===== src/cimc_pkg.sv =====
package cimc_pkg;

   // Address geometry
   localparam int ADDR_W = 20;
   localparam int CHAR_W = 6;
   localparam logic [ADDR_W-1:0] MEM_MAX_LOCS_M1 = 20'hfffff;
   localparam logic [ADDR_W-1:0] MEM_MIN_LOCS = 20'h0c000;

   // Addressing mode codes
   localparam logic [1:0] AMODE_2CHAR = 2'h0;
   localparam logic [1:0] AMODE_3CHAR = 2'h1;
   localparam logic [1:0] AMODE_4CHAR = 2'h2;
   localparam logic [1:0] AMODE_RESET = 2'h1;

   // Field widths per mode, in address bits
   localparam int FIELD_2CHAR_W = 12;
   localparam int FIELD_3CHAR_W = 15;

   // Source codes for the pending-source register
   localparam int SRC_PERIPH = 0;
   localparam int SRC_CONSOLE = 1;
   localparam int SRC_MONITOR = 2;
   localparam int SRC_PROTECT = 3;
   localparam int NUM_SRC = 4;

   // Interrupt and trap vectors, start address
   localparam logic [ADDR_W-1:0] EXT_VECTOR_RESET = 20'h00100;
   localparam logic [ADDR_W-1:0] INT_VECTOR_RESET = 20'h00200;
   localparam logic [ADDR_W-1:0] TRAP_VECTOR_RESET = 20'h00300;
   localparam logic [ADDR_W-1:0] START_ADDR = 20'h00000;

   // Control states
   typedef enum logic [3:0] {
      CIMC_RUN = 4'h1,
      CIMC_SAVE = 4'h2,
      CIMC_SERVE = 4'h4,
      CIMC_RESTORE = 4'h8
   } cimc_state_t;

endpackage


===== src/cimc_ctrl.sv =====
`timescale 1ns/10ps
// Notes on behaviour
// - Sequence register steps, branches, or vectors.
// - Any of four sources sets indicator.
// - Indicator seen: save status, jump vector.
// - Return restores status, resumes exact point.
// - Console press interrupts; source readable.
// - Monitor call raises external interrupt.
// - Protected violation raises internal interrupt.
// - Internal waits until external routine ends.
// - Address field two, three, four characters.
// - Address register prefixes short field.
// - Item-mark trap selected by mode instruction.
// - Trapped item-marked op branches to location.
// - Addresses cover up to 1,048,576 locations.
// - Six-bit character locations, one per cycle.
module cimc_ctrl #(
   parameter int ADDR_W = cimc_pkg::ADDR_W
) (
   // Clock and reset
   input wire logic mclk,
   input wire logic rst_n,
   // Interrupt sources
   input wire logic periph_irq,
   input wire logic console_btn,
   input wire logic monitor_call,
   input wire logic protect_en,
   input wire logic protect_violation,
   input wire logic nonexist_access,
   // Instruction stream
   input wire logic instr_boundary,
   input wire logic branch_taken,
   input wire logic [ADDR_W-1:0] branch_target,
   input wire logic [2:0] instr_len,
   input wire logic item_mark_op,
   input wire logic return_from_irq,
   input wire logic read_source,
   // Mode instruction
   input wire logic change_addressing_mode_instr,
   input wire logic [1:0] mode_sel,
   input wire logic trap_sel,
   // Address formation
   input wire logic addr_reg_load,
   input wire logic [ADDR_W-1:0] addr_reg_value,
   input wire logic [ADDR_W-1:0] addr_field,
   input wire logic [ADDR_W-1:0] mem_size_m1,
   // Status outputs
   output logic [ADDR_W-1:0] seq_q,
   output logic [ADDR_W-1:0] eff_addr_q,
   output logic addr_oob_q,
   output logic irq_indicator_q,
   output logic in_ext_service_q,
   output logic in_int_service_q,
   output logic [cimc_pkg::NUM_SRC-1:0] source_q,
   output logic change_sequencing_mode_instr,
   output logic [1:0] amode_q,
   output logic trap_en_q
);

   ////////////////////////////////////////////////////////////////////////////
   // Input synchronisers for pins from outside

   logic [2:0] btn_sync_q;
   logic btn_level_q;
   logic btn_press;

   // Three stages; only stages two and three are compared
   always_ff @(posedge mclk) begin
      if (!rst_n) begin
         btn_sync_q <= 3'h0;
         btn_level_q <= 1'b0;
      end else begin
         btn_sync_q <= {btn_sync_q[1:0], console_btn};
         if (btn_sync_q[1] == btn_sync_q[2]) begin
            btn_level_q <= btn_sync_q[2];
         end
      end
   end

   assign btn_press = btn_sync_q[1] & btn_sync_q[2] & ~btn_level_q;

   logic [2:0] per_sync_q;
   logic per_level_q;

   always_ff @(posedge mclk) begin
      if (!rst_n) begin
         per_sync_q <= 3'h0;
         per_level_q <= 1'b0;
      end else begin
         per_sync_q <= {per_sync_q[1:0], periph_irq};
         if (per_sync_q[1] == per_sync_q[2]) begin
            per_level_q <= per_sync_q[2];
         end
      end
   end

   ////////////////////////////////////////////////////////////////////////////
   // Pending interrupt latches

   logic ext_pend_q;
   logic int_pend_q;
   logic prot_event;
   logic ext_event;
   cimc_pkg::cimc_state_t state_q;
   logic take_ext;
   logic take_int;
   logic [ADDR_W-1:0] saved_seq_q;
   logic [ADDR_W-1:0] seq_next;
   logic [1:0] saved_amode_q;
   logic saved_trap_q;
   logic [ADDR_W-1:0] addr_reg_q;

   assign prot_event = protect_en & (protect_violation | nonexist_access);
   assign ext_event = per_level_q | btn_press | monitor_call;

   // internal only when no external routine runs
   assign take_ext = (state_q == cimc_pkg::CIMC_RUN) & instr_boundary & ext_pend_q & ~in_ext_service_q;
   assign take_int = (state_q == cimc_pkg::CIMC_RUN) & instr_boundary & int_pend_q & ~ext_pend_q &
                     ~in_ext_service_q & ~in_int_service_q;

   // sticky until taken; a new event beats the clear
   always_ff @(posedge mclk) begin
      if (!rst_n) begin
         ext_pend_q <= 1'b0;
      end else if (ext_event) begin
         ext_pend_q <= 1'b1;
      end else if (take_ext) begin
         ext_pend_q <= 1'b0;
      end
   end

   always_ff @(posedge mclk) begin
      if (!rst_n) begin
         int_pend_q <= 1'b0;
      end else if (prot_event) begin
         int_pend_q <= 1'b1;
      end else if (take_int) begin
         int_pend_q <= 1'b0;
      end
   end

   always_ff @(posedge mclk) begin
      if (!rst_n) begin
         irq_indicator_q <= 1'b0;
      end else begin
         irq_indicator_q <= ext_event | prot_event | (ext_pend_q & ~take_ext) | (int_pend_q & ~take_int);
      end
   end

   // source kept readable, cleared by the read
   always_ff @(posedge mclk) begin
      if (!rst_n) begin
         source_q <= '0;
      end else begin
         source_q[cimc_pkg::SRC_PERIPH] <= per_level_q | (source_q[cimc_pkg::SRC_PERIPH] & ~read_source);
         source_q[cimc_pkg::SRC_CONSOLE] <= btn_press | (source_q[cimc_pkg::SRC_CONSOLE] & ~read_source);
         source_q[cimc_pkg::SRC_MONITOR] <= monitor_call | (source_q[cimc_pkg::SRC_MONITOR] & ~read_source);
         source_q[cimc_pkg::SRC_PROTECT] <= prot_event | (source_q[cimc_pkg::SRC_PROTECT] & ~read_source);
      end
   end

   ////////////////////////////////////////////////////////////////////////////
   // Interrupt entry and return sequence

   logic pick_ext_q;

   // Save one cycle, serve until return, restore one cycle
   always_ff @(posedge mclk) begin
      if (!rst_n) begin
         state_q <= cimc_pkg::CIMC_RUN;
         pick_ext_q <= 1'b0;
      end else begin
         unique case (state_q)
            cimc_pkg::CIMC_RUN: begin
               if (take_ext || take_int) begin
                  state_q <= cimc_pkg::CIMC_SAVE;
                  pick_ext_q <= take_ext;
               end
            end
            cimc_pkg::CIMC_SAVE: begin
               state_q <= cimc_pkg::CIMC_SERVE;
            end
            cimc_pkg::CIMC_SERVE: begin
               if (return_from_irq && instr_boundary) begin
                  state_q <= cimc_pkg::CIMC_RESTORE;
               end
            end
            cimc_pkg::CIMC_RESTORE: begin
               state_q <= cimc_pkg::CIMC_RUN;
            end
         endcase
      end
   end

   // Service flags; no nesting, a single save area
   always_ff @(posedge mclk) begin
      if (!rst_n) begin
         in_ext_service_q <= 1'b0;
         in_int_service_q <= 1'b0;
      end else if (state_q == cimc_pkg::CIMC_SAVE) begin
         in_ext_service_q <= pick_ext_q;
         in_int_service_q <= ~pick_ext_q;
      end else if (state_q == cimc_pkg::CIMC_RESTORE) begin
         in_ext_service_q <= 1'b0;
         in_int_service_q <= 1'b0;
      end
   end

   // resume after the completed instruction
   // Saving the current address would run a finished instruction twice
   assign seq_next = branch_taken ? branch_target : seq_q + ADDR_W'(instr_len);

   always_ff @(posedge mclk) begin
      if (!rst_n) begin
         saved_seq_q <= cimc_pkg::START_ADDR;
         saved_amode_q <= cimc_pkg::AMODE_RESET;
         saved_trap_q <= 1'b0;
      end else if (take_ext || take_int) begin
         saved_seq_q <= seq_next;
         saved_amode_q <= amode_q;
         saved_trap_q <= trap_en_q;
      end
   end

   ////////////////////////////////////////////////////////////////////////////
   // Sequence register

   // Trap replaces an item-marked op with a sequencing-mode change
   logic trap_hit;
   assign trap_hit = trap_en_q & item_mark_op & instr_boundary & (state_q != cimc_pkg::CIMC_SAVE) &
                     (state_q != cimc_pkg::CIMC_RESTORE) & ~take_ext & ~take_int;

   always_ff @(posedge mclk) begin
      if (!rst_n) begin
         seq_q <= cimc_pkg::START_ADDR;
      end else if (state_q == cimc_pkg::CIMC_SAVE) begin
         seq_q <= pick_ext_q ? cimc_pkg::EXT_VECTOR_RESET : cimc_pkg::INT_VECTOR_RESET;
      end else if (state_q == cimc_pkg::CIMC_RESTORE) begin
         seq_q <= saved_seq_q;
      // trapped op goes to fixed location
      end else if (trap_hit) begin
         seq_q <= cimc_pkg::TRAP_VECTOR_RESET;
      end else if (instr_boundary && !take_ext && !take_int) begin
         seq_q <= seq_next;
      end
   end

   always_ff @(posedge mclk) begin
      if (!rst_n) begin
         change_sequencing_mode_instr <= 1'b0;
      end else begin
         change_sequencing_mode_instr <= trap_hit;
      end
   end

   ////////////////////////////////////////////////////////////////////////////
   // Mode register and address formation

   always_ff @(posedge mclk) begin
      if (!rst_n) begin
         amode_q <= cimc_pkg::AMODE_RESET;
         trap_en_q <= 1'b0;
      end else if (state_q == cimc_pkg::CIMC_RESTORE) begin
         amode_q <= saved_amode_q;
         trap_en_q <= saved_trap_q;
      end else if (change_addressing_mode_instr) begin
         // Reserved code keeps the current width
         if (mode_sel != 2'h3) begin
            amode_q <= mode_sel;
         end
         trap_en_q <= trap_sel;
      end
   end

   always_ff @(posedge mclk) begin
      if (!rst_n) begin
         addr_reg_q <= cimc_pkg::START_ADDR;
      end else if (addr_reg_load) begin
         addr_reg_q <= addr_reg_value;
      end
   end

   // Upper bits from the address register, low bits from the field; four-character mode takes all bits from the field
   function automatic logic [ADDR_W-1:0] cimc_form(input logic [1:0] mode, input logic [ADDR_W-1:0] pre,
                                                   input logic [ADDR_W-1:0] fld);
      logic [ADDR_W-1:0] m;
      m = '1;
      if (mode == cimc_pkg::AMODE_2CHAR) begin
         m = (ADDR_W'(1) << cimc_pkg::FIELD_2CHAR_W) - ADDR_W'(1);
      end else if (mode == cimc_pkg::AMODE_3CHAR) begin
         m = (ADDR_W'(1) << cimc_pkg::FIELD_3CHAR_W) - ADDR_W'(1);
      end
      return (pre & ~m) | (fld & m);
   endfunction

   always_ff @(posedge mclk) begin
      if (!rst_n) begin
         eff_addr_q <= cimc_pkg::START_ADDR;
         addr_oob_q <= 1'b0;
      end else begin
         eff_addr_q <= cimc_form(amode_q, addr_reg_q, addr_field);
         addr_oob_q <= cimc_form(amode_q, addr_reg_q, addr_field) > mem_size_m1;
      end
   end

endmodule


===== config.mk =====
export PLATFORM = sky130hd
export DESIGN_NAME = cimc_ctrl
export DESIGN_NICKNAME = d
export VERILOG_FILES = /design/src/cimc_pkg.sv /design/src/cimc_ctrl.sv
export SDC_FILE = /design/constraint.sdc
export NUM_CORES = 1
export LEC_CHECK = 0
export BUFFER_PORTS_ARGS = -buffer_cell sky130_fd_sc_hd__buf_2
export CORE_MARGIN = 1.5
export CORE_UTILIZATION = 51
export CTS_CLUSTER_DIAMETER = 120
export DETAILED_ROUTE_END_ITERATION = 10
export PLACE_DENSITY = 0.8
export SYNTH_ARGS = -nofsm -noshare
export SYNTH_HDL_FRONTEND = slang
export SYNTH_SLANG_ARGS = --single-unit

===== constraint.sdc =====
create_clock -name mclk -period 2.89 [get_ports mclk]
set_input_delay 0.1445 -clock mclk [delete_from_list [all_inputs] [get_ports mclk]]
set_output_delay 0.1445 -clock mclk [all_outputs]
set_load 0.005 [all_outputs]

==> qor.yml, run 1 <==
min_period_ns: 2.471
h-tree-depth: 3
root_buffer: "clkbuf_8"
clockBufferDepth: 2
die_area_mm2: 0.01022
comb_power_share_pct: 27.2
synth-seq-area-share_pct: 39.98
syn_avg_cell_area_um2: 8.858
yosys_warnings: 0
drv_cap: 0
critPathRequiredTime_ns: 3.18
cts_tree: "built"
die_h_um: 101.1
synthAdderAreaFrac_pct: 6.527
internal_power_uw: 2236
whs_ns: 0.01223
antenna_found_initial: 0
synth_top_family_by_area: "compound AO/OA/AOI/OAI gates"
timing.setup.tns_ns: 0
min_period_over_period_pct: 85.49
cts_resized: 0
core_mm2: 0.009284
clock_latency_ns: 0.36
first_global_vias: 4638
met1_length_um: 5387
synthTopCellsByArea: "dfxtp_1 40%, ha_1 6.1%, and2_1 3.8%"
finalWirelength_um: 12920
fin_worst_skew_ns: 0.01474
hold_violations: 0
vias_per_cell: 5.619
hp-class: "input port to register"
critical_path_class: "register to register"
p_seq_share_pct: 47.4
synthSimpleGateAreaFrac_pct: 19.94
ios: 153
synth-main-ff-cell: "dfxtp_1"
cts_num_sinks: 98
synth_top_area_share_pct: 39.98
dp_hpwl_um: 9559
ys_seq_elements: 98
cp.arrival_ns: 2.76
netlist_area_mm2: 0.004907
wl_met3_um: 948
rows: 35
dr.pass1.iters: 5
ys_async_sr_fraction_pct: 0
ys_types: 60
met2_length_um: 6355
worst_pin_slew_ns: 0.7221
synth_compound_area_share_pct: 21.26
synth_top_cell_by_area: "dfxtp_1"
area_growth_pct: 21.80
gp_congestion: 0.8906
grt_first_pass_wirelength_um: 20840
synthMuxAreaShare_pct: 5.762
irDropWorstVdd_v: 0.0002995
synth_xor_area_share_pct: 1.606
ctsHoldBuffers: 7
synth_edf_count: 0
grt_max_degree: 53
max_freq_mhz: 404.8
cts_inserted_buffers: 9
num-fill-cells: 777
slew_violations: 0
switching_share_pct: 35.12
cp-end-kind: "register"
clockPowerShare_pct: 25.4
status: "completed"
overflow: 0
start_kind: "register"
powerDensity_mw_per_mm2: 576.6
path_clk_slew_ns: 0.11
num_vias: 4641
slew_headroom_pct: 51.56
die_w_um: 101.1
power.leakage_uw: 0.002679
p_switching_uw: 1210
worstPathMaxFanout: 9
synthesis.nets: 680
setup_viol: 0
num-nets-final: 818
netlist_instances: 554
ant_nets: 0
cts_setup_buffers: 0
drive_gt1_share_pct: 26.69
io_buffer_count: 140
start_util_pct: 52.86
dr.max_layer_used: "met4"
rsz0062_at_grt: "false"
num_antenna_cells: 0
wire_per_inst_um: 15.64
drt_iter0_drc: 200
grt_usage_pct: 25.45
drc_errors: 0
==> cell type report <==
cell class / instances / area (µm²) / share of cell area (%)
tap: 129 / 161.4 / 2.700
multi-input combinational: 396 / 2704 / 45.24
timing repair buffer: 156 / 840.8 / 14.07
clock inverter: 7 / 68.82 / 1.151
inverter: 31 / 116.4 / 1.947
sequential: 98 / 1962 / 32.82
clock buffer: 9 / 123.9 / 2.072
==> power groups by stage <==
stage / clock (µW) / sequential (µW) / combinational (µW)
2_1_floorplan: 0 / 1640 / 637
6_report: 875 / 1630 / 938
3_3_place_gp: 0 / 1650 / 890
4_1_cts: 886 / 1630 / 931
3_5_place_dp: 0 / 1660 / 920
5_1_grt: 940 / 1650 / 1050
==> metrics by stage <==
stage	instances	setup WS [ns]	util (%)	power, µW	instance area [µm²]
6_report	826	0.4194	64.38	3446	5977
5_1_grt	826	0.2867	64.38	3635	5977
4_1_cts	825	0.4540	64.27	3448	5967
3_5_place_dp	802	0.4675	61.44	2580	5704
3_3_place_gp	802	0.5393	61.44	2545	5704
2_1_floorplan	554	0.6720	-	2274	4907
==> cell families (layout without fill, tap and decap cells) <==
group                      Yosys count  after routing
DFF                                 98             98
xor gates and xnor gates             9              9
adders and majority gates           25             25
AOI/OAI and AO/OA                  148            148
and+or+nand+nor                    187            187
muxes                               27             27
buffers and inverters               60            203
==> worst max-delay path, cell delays in order, from the launching register on <==
cell and delay [ns]:
dfxtp_1 0.43, nor2_1 0.29, mux2_2 0.40, ha_1 0.30, nand4_1 0.08, nor2_1 0.20
nand4_1 0.15, a2111o_1 0.41, a31oi_1 0.15
==> state kept, by name, indices dropped and copies added (netlist names), 2 cells and up <==
| register | count |
|---|---|
| btn_sync_q | 3 |
| saved_seq_q | 20 |
| source_q | 4 |
| amode_q | 2 |
| per_sync_q | 3 |
| seq_q | 20 |
| eff_addr_q | 20 |
| state_q | 4 |
| addr_reg_q | 8 |
| saved_amode_q | 2 |
==> per-layer routing <==
metal,up-vias,GRT usage (%)
li1,2275,-
met1,2164,28.76
met2,180,45.48
met3,22,6.588
met4,0,10.15
met5,-,0
==> cells in the mapped netlist, types with 9 or more instances <==
library cell / instances
a21oi_1: 37
a22oi_1: 21
nand2b_1: 9
o211ai_1: 12
and2_1: 30
ha_1: 24
mux2i_1: 17
nor2b_1: 10
mux2_2: 10
o21ai_0: 24
clkbuf_1: 23
nand3_1: 26
nor2_1: 35
nand2_1: 44
dfxtp_1: 98
inv_1: 29
==> path summary, 6_finish.rpt <==
path	slack [ns]	from	cells after the start	end
max	0.42	amode_q[1]	8	addr_oob_q
min	0.01	addr_field[6]	2	eff_addr_q[6]
min reg2reg	0.45	btn_sync_q[0]	1	btn_sync_q[1]
max reg2reg	0.42	amode_q[1]	8	addr_oob_q
==> cell usage in the layout (no fill, tap or decap), types with 7 or more instances in the layout <==
| cell type | synthesis | routed |
|---|---|---|
| a21oi_1 | 37 | 37 |
| nand3_1 | 26 | 26 |
| o211ai_1 | 12 | 12 |
| mux2i_1 | 17 | 17 |
| clkbuf_8 | 0 | 9 |
| nand2_1 | 44 | 44 |
| a22oi_1 | 21 | 21 |
| buf_4 | 2 | 8 |
| nand2b_1 | 9 | 9 |
| inv_1 | 29 | 29 |
| xor2_1 | 7 | 7 |
| o22ai_1 | 7 | 7 |
| buf_2 | 1 | 140 |
| dfxtp_1 | 98 | 98 |
| and2_1 | 30 | 30 |
| dlygate4sd3_1 | 0 | 8 |
| mux2_2 | 10 | 10 |
| ha_1 | 24 | 24 |
| nor2_1 | 35 | 35 |
| nor2b_1 | 10 | 10 |
| nor4_1 | 7 | 7 |
| o21ai_0 | 24 | 24 |
Note: power is estimated with default switching activity, not from simulation.
==> inputs of run 2 (changes only) <==
--- a/config.mk
+++ b/config.mk
@@ -5,12 +5,13 @@
 export SDC_FILE = /design/constraint.sdc
 export NUM_CORES = 1
 export LEC_CHECK = 0
+export ABC_AREA = 1
 export BUFFER_PORTS_ARGS = -buffer_cell sky130_fd_sc_hd__buf_2
 export CORE_MARGIN = 1.5
-export CORE_UTILIZATION = 51
+export CORE_UTILIZATION = 52
 export CTS_CLUSTER_DIAMETER = 120
 export DETAILED_ROUTE_END_ITERATION = 10
-export PLACE_DENSITY = 0.8
+export PLACE_DENSITY = 0.81
 export SYNTH_ARGS = -nofsm -noshare
 export SYNTH_HDL_FRONTEND = slang
 export SYNTH_SLANG_ARGS = --single-unit
==> run 2 against run 1 <==
- first-iteration DRC count up 2.0%
- worst setup slack better by 0.27 ns
- combinational power down 23%
- cell area up 4.0%
- synthesized cell count up 34%
- largest power group unchanged
- fmax up 12%
- highest routed layer unchanged
- clock skew up 0.0014 ns
- wire length down 0.75%
- sequential share of layout area down 1.2 points
- worst hold slack better by 0.0055 ns
==> qor.yml, run 2 <==
status: "completed"
synthTopCellsByArea: "dfxtp_1 39%, nand2_1 17%, inv_1 7.3%"
final_area_mm2: 0.006213
drive_gt1_share_pct: 20.11
slew_headroom_pct: 50.10
num_vias: 5044
setup_viol: 0
layout.area.seq_mm2: 0.001962
utilization_pct: 66.93
min_period_over_period_pct: 76.07
dr.pass1.iters: 4
synthSimpleGateAreaFrac_pct: 29.10
clock_latency_ns: 0.37
path_clk_slew_ns: 0.09
synth_most_common_cell: "nand2_1"
root_buffer: "clkbuf_8"
slew_violations: 0
worstPathMaxFanout: 4
num-fill-cells: 894
irDropWorstVdd_v: 0.0002992
drt_iter0_drc: 204
cts_inserted_buffers: 9
worst_slack_ns: 0.6915
max_freq_mhz: 454.9
layout_commonest_cell: "nand2_1"
ys_types: 37
synth_xor_area_share_pct: 0.5259
die_area_mm2: 0.01021
synth_top_cells_by_count: "220 x nand2_1, 98 x dfxtp_1, 97 x inv_1"
wire_per_inst_um: 12.46
num_antenna_cells: 0
synth_top_cell_by_area: "dfxtp_1"
syn_avg_cell_area_um2: 6.742
critPathRequiredTime_ns: 3.19
synth_edf_count: 0
postPlaceCellArea_mm2: 0.005803
synth-seq-area-share_pct: 39.27
io_buffer_count: 140
first_global_vias: 4756
die_h_um: 101.0
instances_no_fill: 1029
synthesis.nets: 867
powerDensity_mw_per_mm2: 516.9
top_regs: "eff_addr_q: 20 flops, saved_seq_q: 20 flops, seq_q: 20 flops"
multiInputGateArea_mm2: 0.002562
vias_per_cell: 4.902
critical_path_class: "register to register"
rsz0062_at_grt: "false"
start_kind: "register"
area_growth_pct: 24.37
gp_congestion: 0.8681
drv_cap: 0
start_util_pct: 53.81
rows: 35
num-nets-final: 1021
hp-class: "input port to register"
finalWirelength_um: 12820
cp-end-kind: "register"
cp.arrival_ns: 2.50
fin_worst_skew_ns: 0.01613
synthAdderAreaFrac_pct: 6.411
pre_cts_slack_ns: 0.7230
grt_max_degree: 51
cts_num_sinks: 98
clockBufferDepth: 2
timing.setup.tns_ns: 0
cts_tree: "built"
h-tree-depth: 3
synth_top_area_share_pct: 39.27
overflow: 0
worst_pin_slew_ns: 0.7477
synth_compound_area_share_pct: 14.85
grt_usage_pct: 26.41
ios: 153
grt_first_pass_wirelength_um: 21450
die_w_um: 101.0
min_period_ns: 2.198
antenna_found_initial: 0
ys_async_sr_fraction_pct: 0
dp_hpwl_um: 9200
most-common-layout-cells: "220 x nand2_1, 140 x buf_2, 98 x dfxtp_1"
cts_resized: 0
core_mm2: 0.009284
hold_violations: 0
drc_errors: 0
power.leakage_uw: 0.003283
ys_seq_elements: 98
synthMuxAreaShare_pct: 0.4007
netlist_instances: 741
synth-main-ff-cell: "dfxtp_1"
place_inst: 992
synth_top_family_by_area: "simple AND/OR/NAND/NOR gates"
netlist_area_mm2: 0.004996
ant_nets: 0
yosys_warnings: 0
-- run 2: cell types whose count changed in the layout (fill, tap and decap cells not counted), sizes merged, moves of 13 or more --
| cell | before | now |
|---|---|---|
| a21oi | 37 | 64 |
| a22oi | 21 | 0 |
| and2 | 30 | 1 |
| dlygate4sd3 | 8 | 21 |
| inv | 33 | 101 |
| mux2i | 17 | 2 |
| nand2 | 45 | 222 |
| nor2 | 35 | 75 |
| o21ai | 26 | 61 |
-- run 2: worst max-delay path, cell delays in order (launching register included) --
cell     delay [ns]
dfxtp_1        0.34
ha_1           0.23
fa_1           0.42
nand2_1        0.10
nand2_1        0.07
and2_1         0.19
nand2_1        0.10
nand2_1        0.05
o21ai_0        0.28
nand2_1        0.09
o21ai_1        0.09
nand2_1        0.06
a21oi_1        0.12
-- run 2: where the power goes --
part / switching [µW] / internal (µW) / leakage (µW)
combinational: 424 / 297 / 0.00238
clock: 498 / 406 / 0.0000962
sequential: 99.1 / 1490 / 0.000806
total: 1020 / 2190 / 0.00328
-- run 2: layout make-up --
type / instances / area share (%)
inverters: 99 / 5.981
well taps: 129 / 2.598
repair buffers: 167 / 15.38
multi-input cells: 520 / 41.24
clock buffers: 9 / 1.994
clock inverters: 7 / 1.228
flip-flops and latches: 98 / 31.57
-- run 2: layer usage --
layer  GRT usage, %  vias up  part of all wire (%)
li1               -     2649                     -
met1          32.01     2238                    44
met2          46.36      142                    48
met3          6.311       15                   6.5
met4          8.013        0                   1.2
met5              0        -                     0
-- run 2: repair_timing --
action	in CTS	in global routing
buffers inserted	0	0
hold buffers	21	0
setup endpoints to repair	0	0
hold endpoints to repair	21	0
-- run 2: cells by family (layout without fill, tap and decap cells) --
group | Yosys count | after routing
buffers and inverters | 123 | 282
adder cells (fa/ha/maj) | 25 | 25
XOR/XNOR | 3 | 3
AND/OR/NAND/NOR | 351 | 351
AO/OA/AOI/OAI | 139 | 139
multiplexers | 2 | 2
flip-flops | 98 | 98
-- run 2: per-stage QoR --
step,total power (µW),hold WS (ns)
final,3211,0.01771
after global routing,3417,0.01083
after CTS,3225,0.006699
after detailed placement,2309,0.3291
after global placement,2289,0.3281
after floorplan,2059,0.2380
-- run 2: path summary, 6_finish.rpt --
| check | start | to | slack, ns | cells after the start |
|---|---|---|---|---|
| setup / recovery | seq_q[0] | seq_q[6] | 0.69 | 12 |
| hold / removal | addr_reg_value[14] | addr_reg_q[14] | 0.02 | 3 |
| setup reg to reg | seq_q[0] | seq_q[6] | 0.69 | 12 |
| hold reg to reg | per_sync_q[0] | per_sync_q[1] | 0.42 | 2 |
==> inputs of run 3 (changes only) <==
--- a/config.mk
+++ b/config.mk
@@ -8,10 +8,10 @@
 export ABC_AREA = 1
 export BUFFER_PORTS_ARGS = -buffer_cell sky130_fd_sc_hd__buf_2
 export CORE_MARGIN = 1.5
-export CORE_UTILIZATION = 52
+export CORE_UTILIZATION = 47
 export CTS_CLUSTER_DIAMETER = 120
 export DETAILED_ROUTE_END_ITERATION = 10
-export PLACE_DENSITY = 0.81
+export PLACE_DENSITY = 0.77
 export SYNTH_ARGS = -nofsm -noshare
 export SYNTH_HDL_FRONTEND = slang
 export SYNTH_SLANG_ARGS = --single-unit
==> constraint.sdc (replaced) <==
create_clock -name mclk -period 1.78 [get_ports mclk]
set_input_delay 0.089 -clock mclk [delete_from_list [all_inputs] [get_ports mclk]]
set_output_delay 0.089 -clock mclk [all_outputs]
set_load 0.005 [all_outputs]
==> run 3 against run 2 <==
- the flow now finishes with violations (negative setup slack)
- critical path type unchanged
- combinational power increased by 110%
- fmax rose by 17%
- sequential share of layout area down 2.9 points
- non-clock buffer count up 47
- die area grew 10%
- largest power group unchanged
- highest routed layer unchanged
- cell area grew 11%
- wire length increased by 9.0%
- utilization decreased by 0.26 points
- sequential power rose by 62%
==> qor.yml, run 3 (synthesized netlist as in run 2, its figures left out) <==
wire_per_inst_um: 12.90
ios: 153
die_area_mm2: 0.01126
antenna_found_initial: 0
cts_num_sinks: 98
path_buf_inv: 3
violations: "negative setup slack"
most-common-layout-cells: "211 x nand2_1, 140 x buf_2, 96 x inv_1"
clock_latency_ns: 0.37
core_mm2: 0.01032
grt_first_pass_wirelength_um: 22420
gp_congestion: 0.8701
setup_viol: 10
rsz0062_at_grt: "true"
cp.arrival_ns: 2.15
switching_share_pct: 29.94
fin_worst_skew_ns: 0.01059
p_seq_share_pct: 44.2
cts_inserted_buffers: 9
p_switching_uw: 1742
min_period_over_period_pct: 105.4
drv_cap: 0
path_clk_slew_ns: 0.10
hold_violations: 0
start_kind: "register"
irDropWorstVdd_v: 0.0005812
grt_max_degree: 51
slew_violations: 0
worstPathMaxFanout: 2
cts_tree: "built"
root_buffer: "clkbuf_8"
die_w_um: 106.1
slew_headroom_pct: 64.97
power.total_uw: 5818
drive_gt1_share_pct: 27.88
num-nets-final: 1068
min_period_ns: 1.875
critPathMaxStageDelay_ns: 0.35
max_freq_mhz: 533.2
num_vias: 5327
powerDensity_mw_per_mm2: 845.3
clockBufferDepth: 2
path_cells: "ha_4, fa_2, buf_4, nand3_2, nand2_2, nand3_2, nand2_1, o211ai_1, nand2_1, buf_4, o21ai_1, inv_1"
first_global_vias: 4939
area_growth_pct: 37.77
cpMaxStageDelayCell: "dfxtp_2"
cp-end-kind: "register"
dr.pass1.iters: 5
overflow: 0
worst_pin_slew_ns: 0.5248
vias_per_cell: 4.919
drc_errors: 0
grt_usage_pct: 24.79
internal_power_uw: 4076
comb_power_share_pct: 25.4
io_buffer_count: 140
h-tree-depth: 3
layout_commonest_cell: "nand2_1"
status: "finished, violations left"
utilization_pct: 66.67
critPathRequiredTime_ns: 2.06
power.leakage_uw: 0.003584
num_antenna_cells: 0
clockPowerShare_pct: 30.4
critical_path_class: "register to register"
start_util_pct: 48.39
die_h_um: 106.1
top_regs: "eff_addr_q: 20 flops, saved_seq_q: 20 flops, seq_q: 20 flops"
critical-path-top-delay-family: "adder cells"
rows: 37
finalWirelength_um: 13970
dp_hpwl_um: 9575
ant_nets: 0
hp-class: "input port to register"
worst_slack_ns: -0.09533
drt_iter0_drc: 259
[run 3: worst paths after layout]
check / start / cells after the start / slack [ns] / endpoint
max: seq_q[0] / 12 / -0.1 / saved_seq_q[10]
min: addr_field[17] / 3 / 0.02 / eff_addr_q[17]
max reg2reg: seq_q[0] / 12 / -0.1 / saved_seq_q[10]
min reg2reg: per_sync_q[0] / 2 / 0.42 / per_sync_q[1]
[run 3: final cells by class]
cell class | instances | area, µm²
Timing Repair Buffer | 214 | 1389
Clock inverter | 6 | 111.4
Inverter | 99 | 375.4
Sequential cell | 98 | 1976
Fill cell | 894 | 3441
Tap cell | 136 | 170.2
Multi-Input combinational cell | 520 | 2724
Clock buffer | 10 | 137.6
[run 3: layer usage]
layer	global-route usage, %	up-vias	wire length [µm]	part of all wire (%)
met5	0	-	0	0
met1	29.34	2364	6049	43
met2	44.15	185	6637	47
met4	9.556	0	273	2.0
li1	-	2754	-	-
met3	4.660	24	1012	7.2
[run 3: worst reg2reg max path, stage by stage, from the launching register on]
cell,delay (ns)
dfxtp_2,0.35
ha_4,0.16
fa_2,0.35
buf_4,0.15
nand3_2,0.07
nand2_2,0.08
nand3_2,0.08
nand2_1,0.05
o211ai_1,0.07
nand2_1,0.11
buf_4,0.15
o21ai_1,0.12
inv_1,0.06
[run 3: stage by stage]
stage / area [µm²] / hold slack (ns) / setup WS, ns / TNS [ns] / std cells
2_1_floorplan: 5005 / 0.1825 / -0.006002 / -0.006002 / 741
6_report: 6883 / 0.01603 / -0.09533 / -0.3701 / 1083
5_1_grt: 6883 / 0.01777 / -0.1813 / -2.703 / 1083
4_1_cts: 6698 / 0.0005119 / -0.1019 / -0.8434 / 1077
3_3_place_gp: 6070 / 0.2733 / -0.1233 / -0.3388 / 1029
3_5_place_dp: 6070 / 0.2837 / -0.1752 / -0.9089 / 1029
[run 3: timing repair]
item                                    in CTS  in global routing
pin swaps                                    8                 24
hold endpoints to repair                    29                  0
hold buffers                                29                  0
resized for setup                           22                 47
endpoints found under the setup margin      18                 40
setup buffers                                3                  6
[run 3: power groups by stage]
stage	Combinational [µW]	Sequential, µW	Clock (µW)
global route	1660	2600	1890
CTS	1360	2550	1800
detailed placement	1280	2600	0
global placement	1270	2590	0
finish	1480	2570	1770
floorplan	748	2600	0
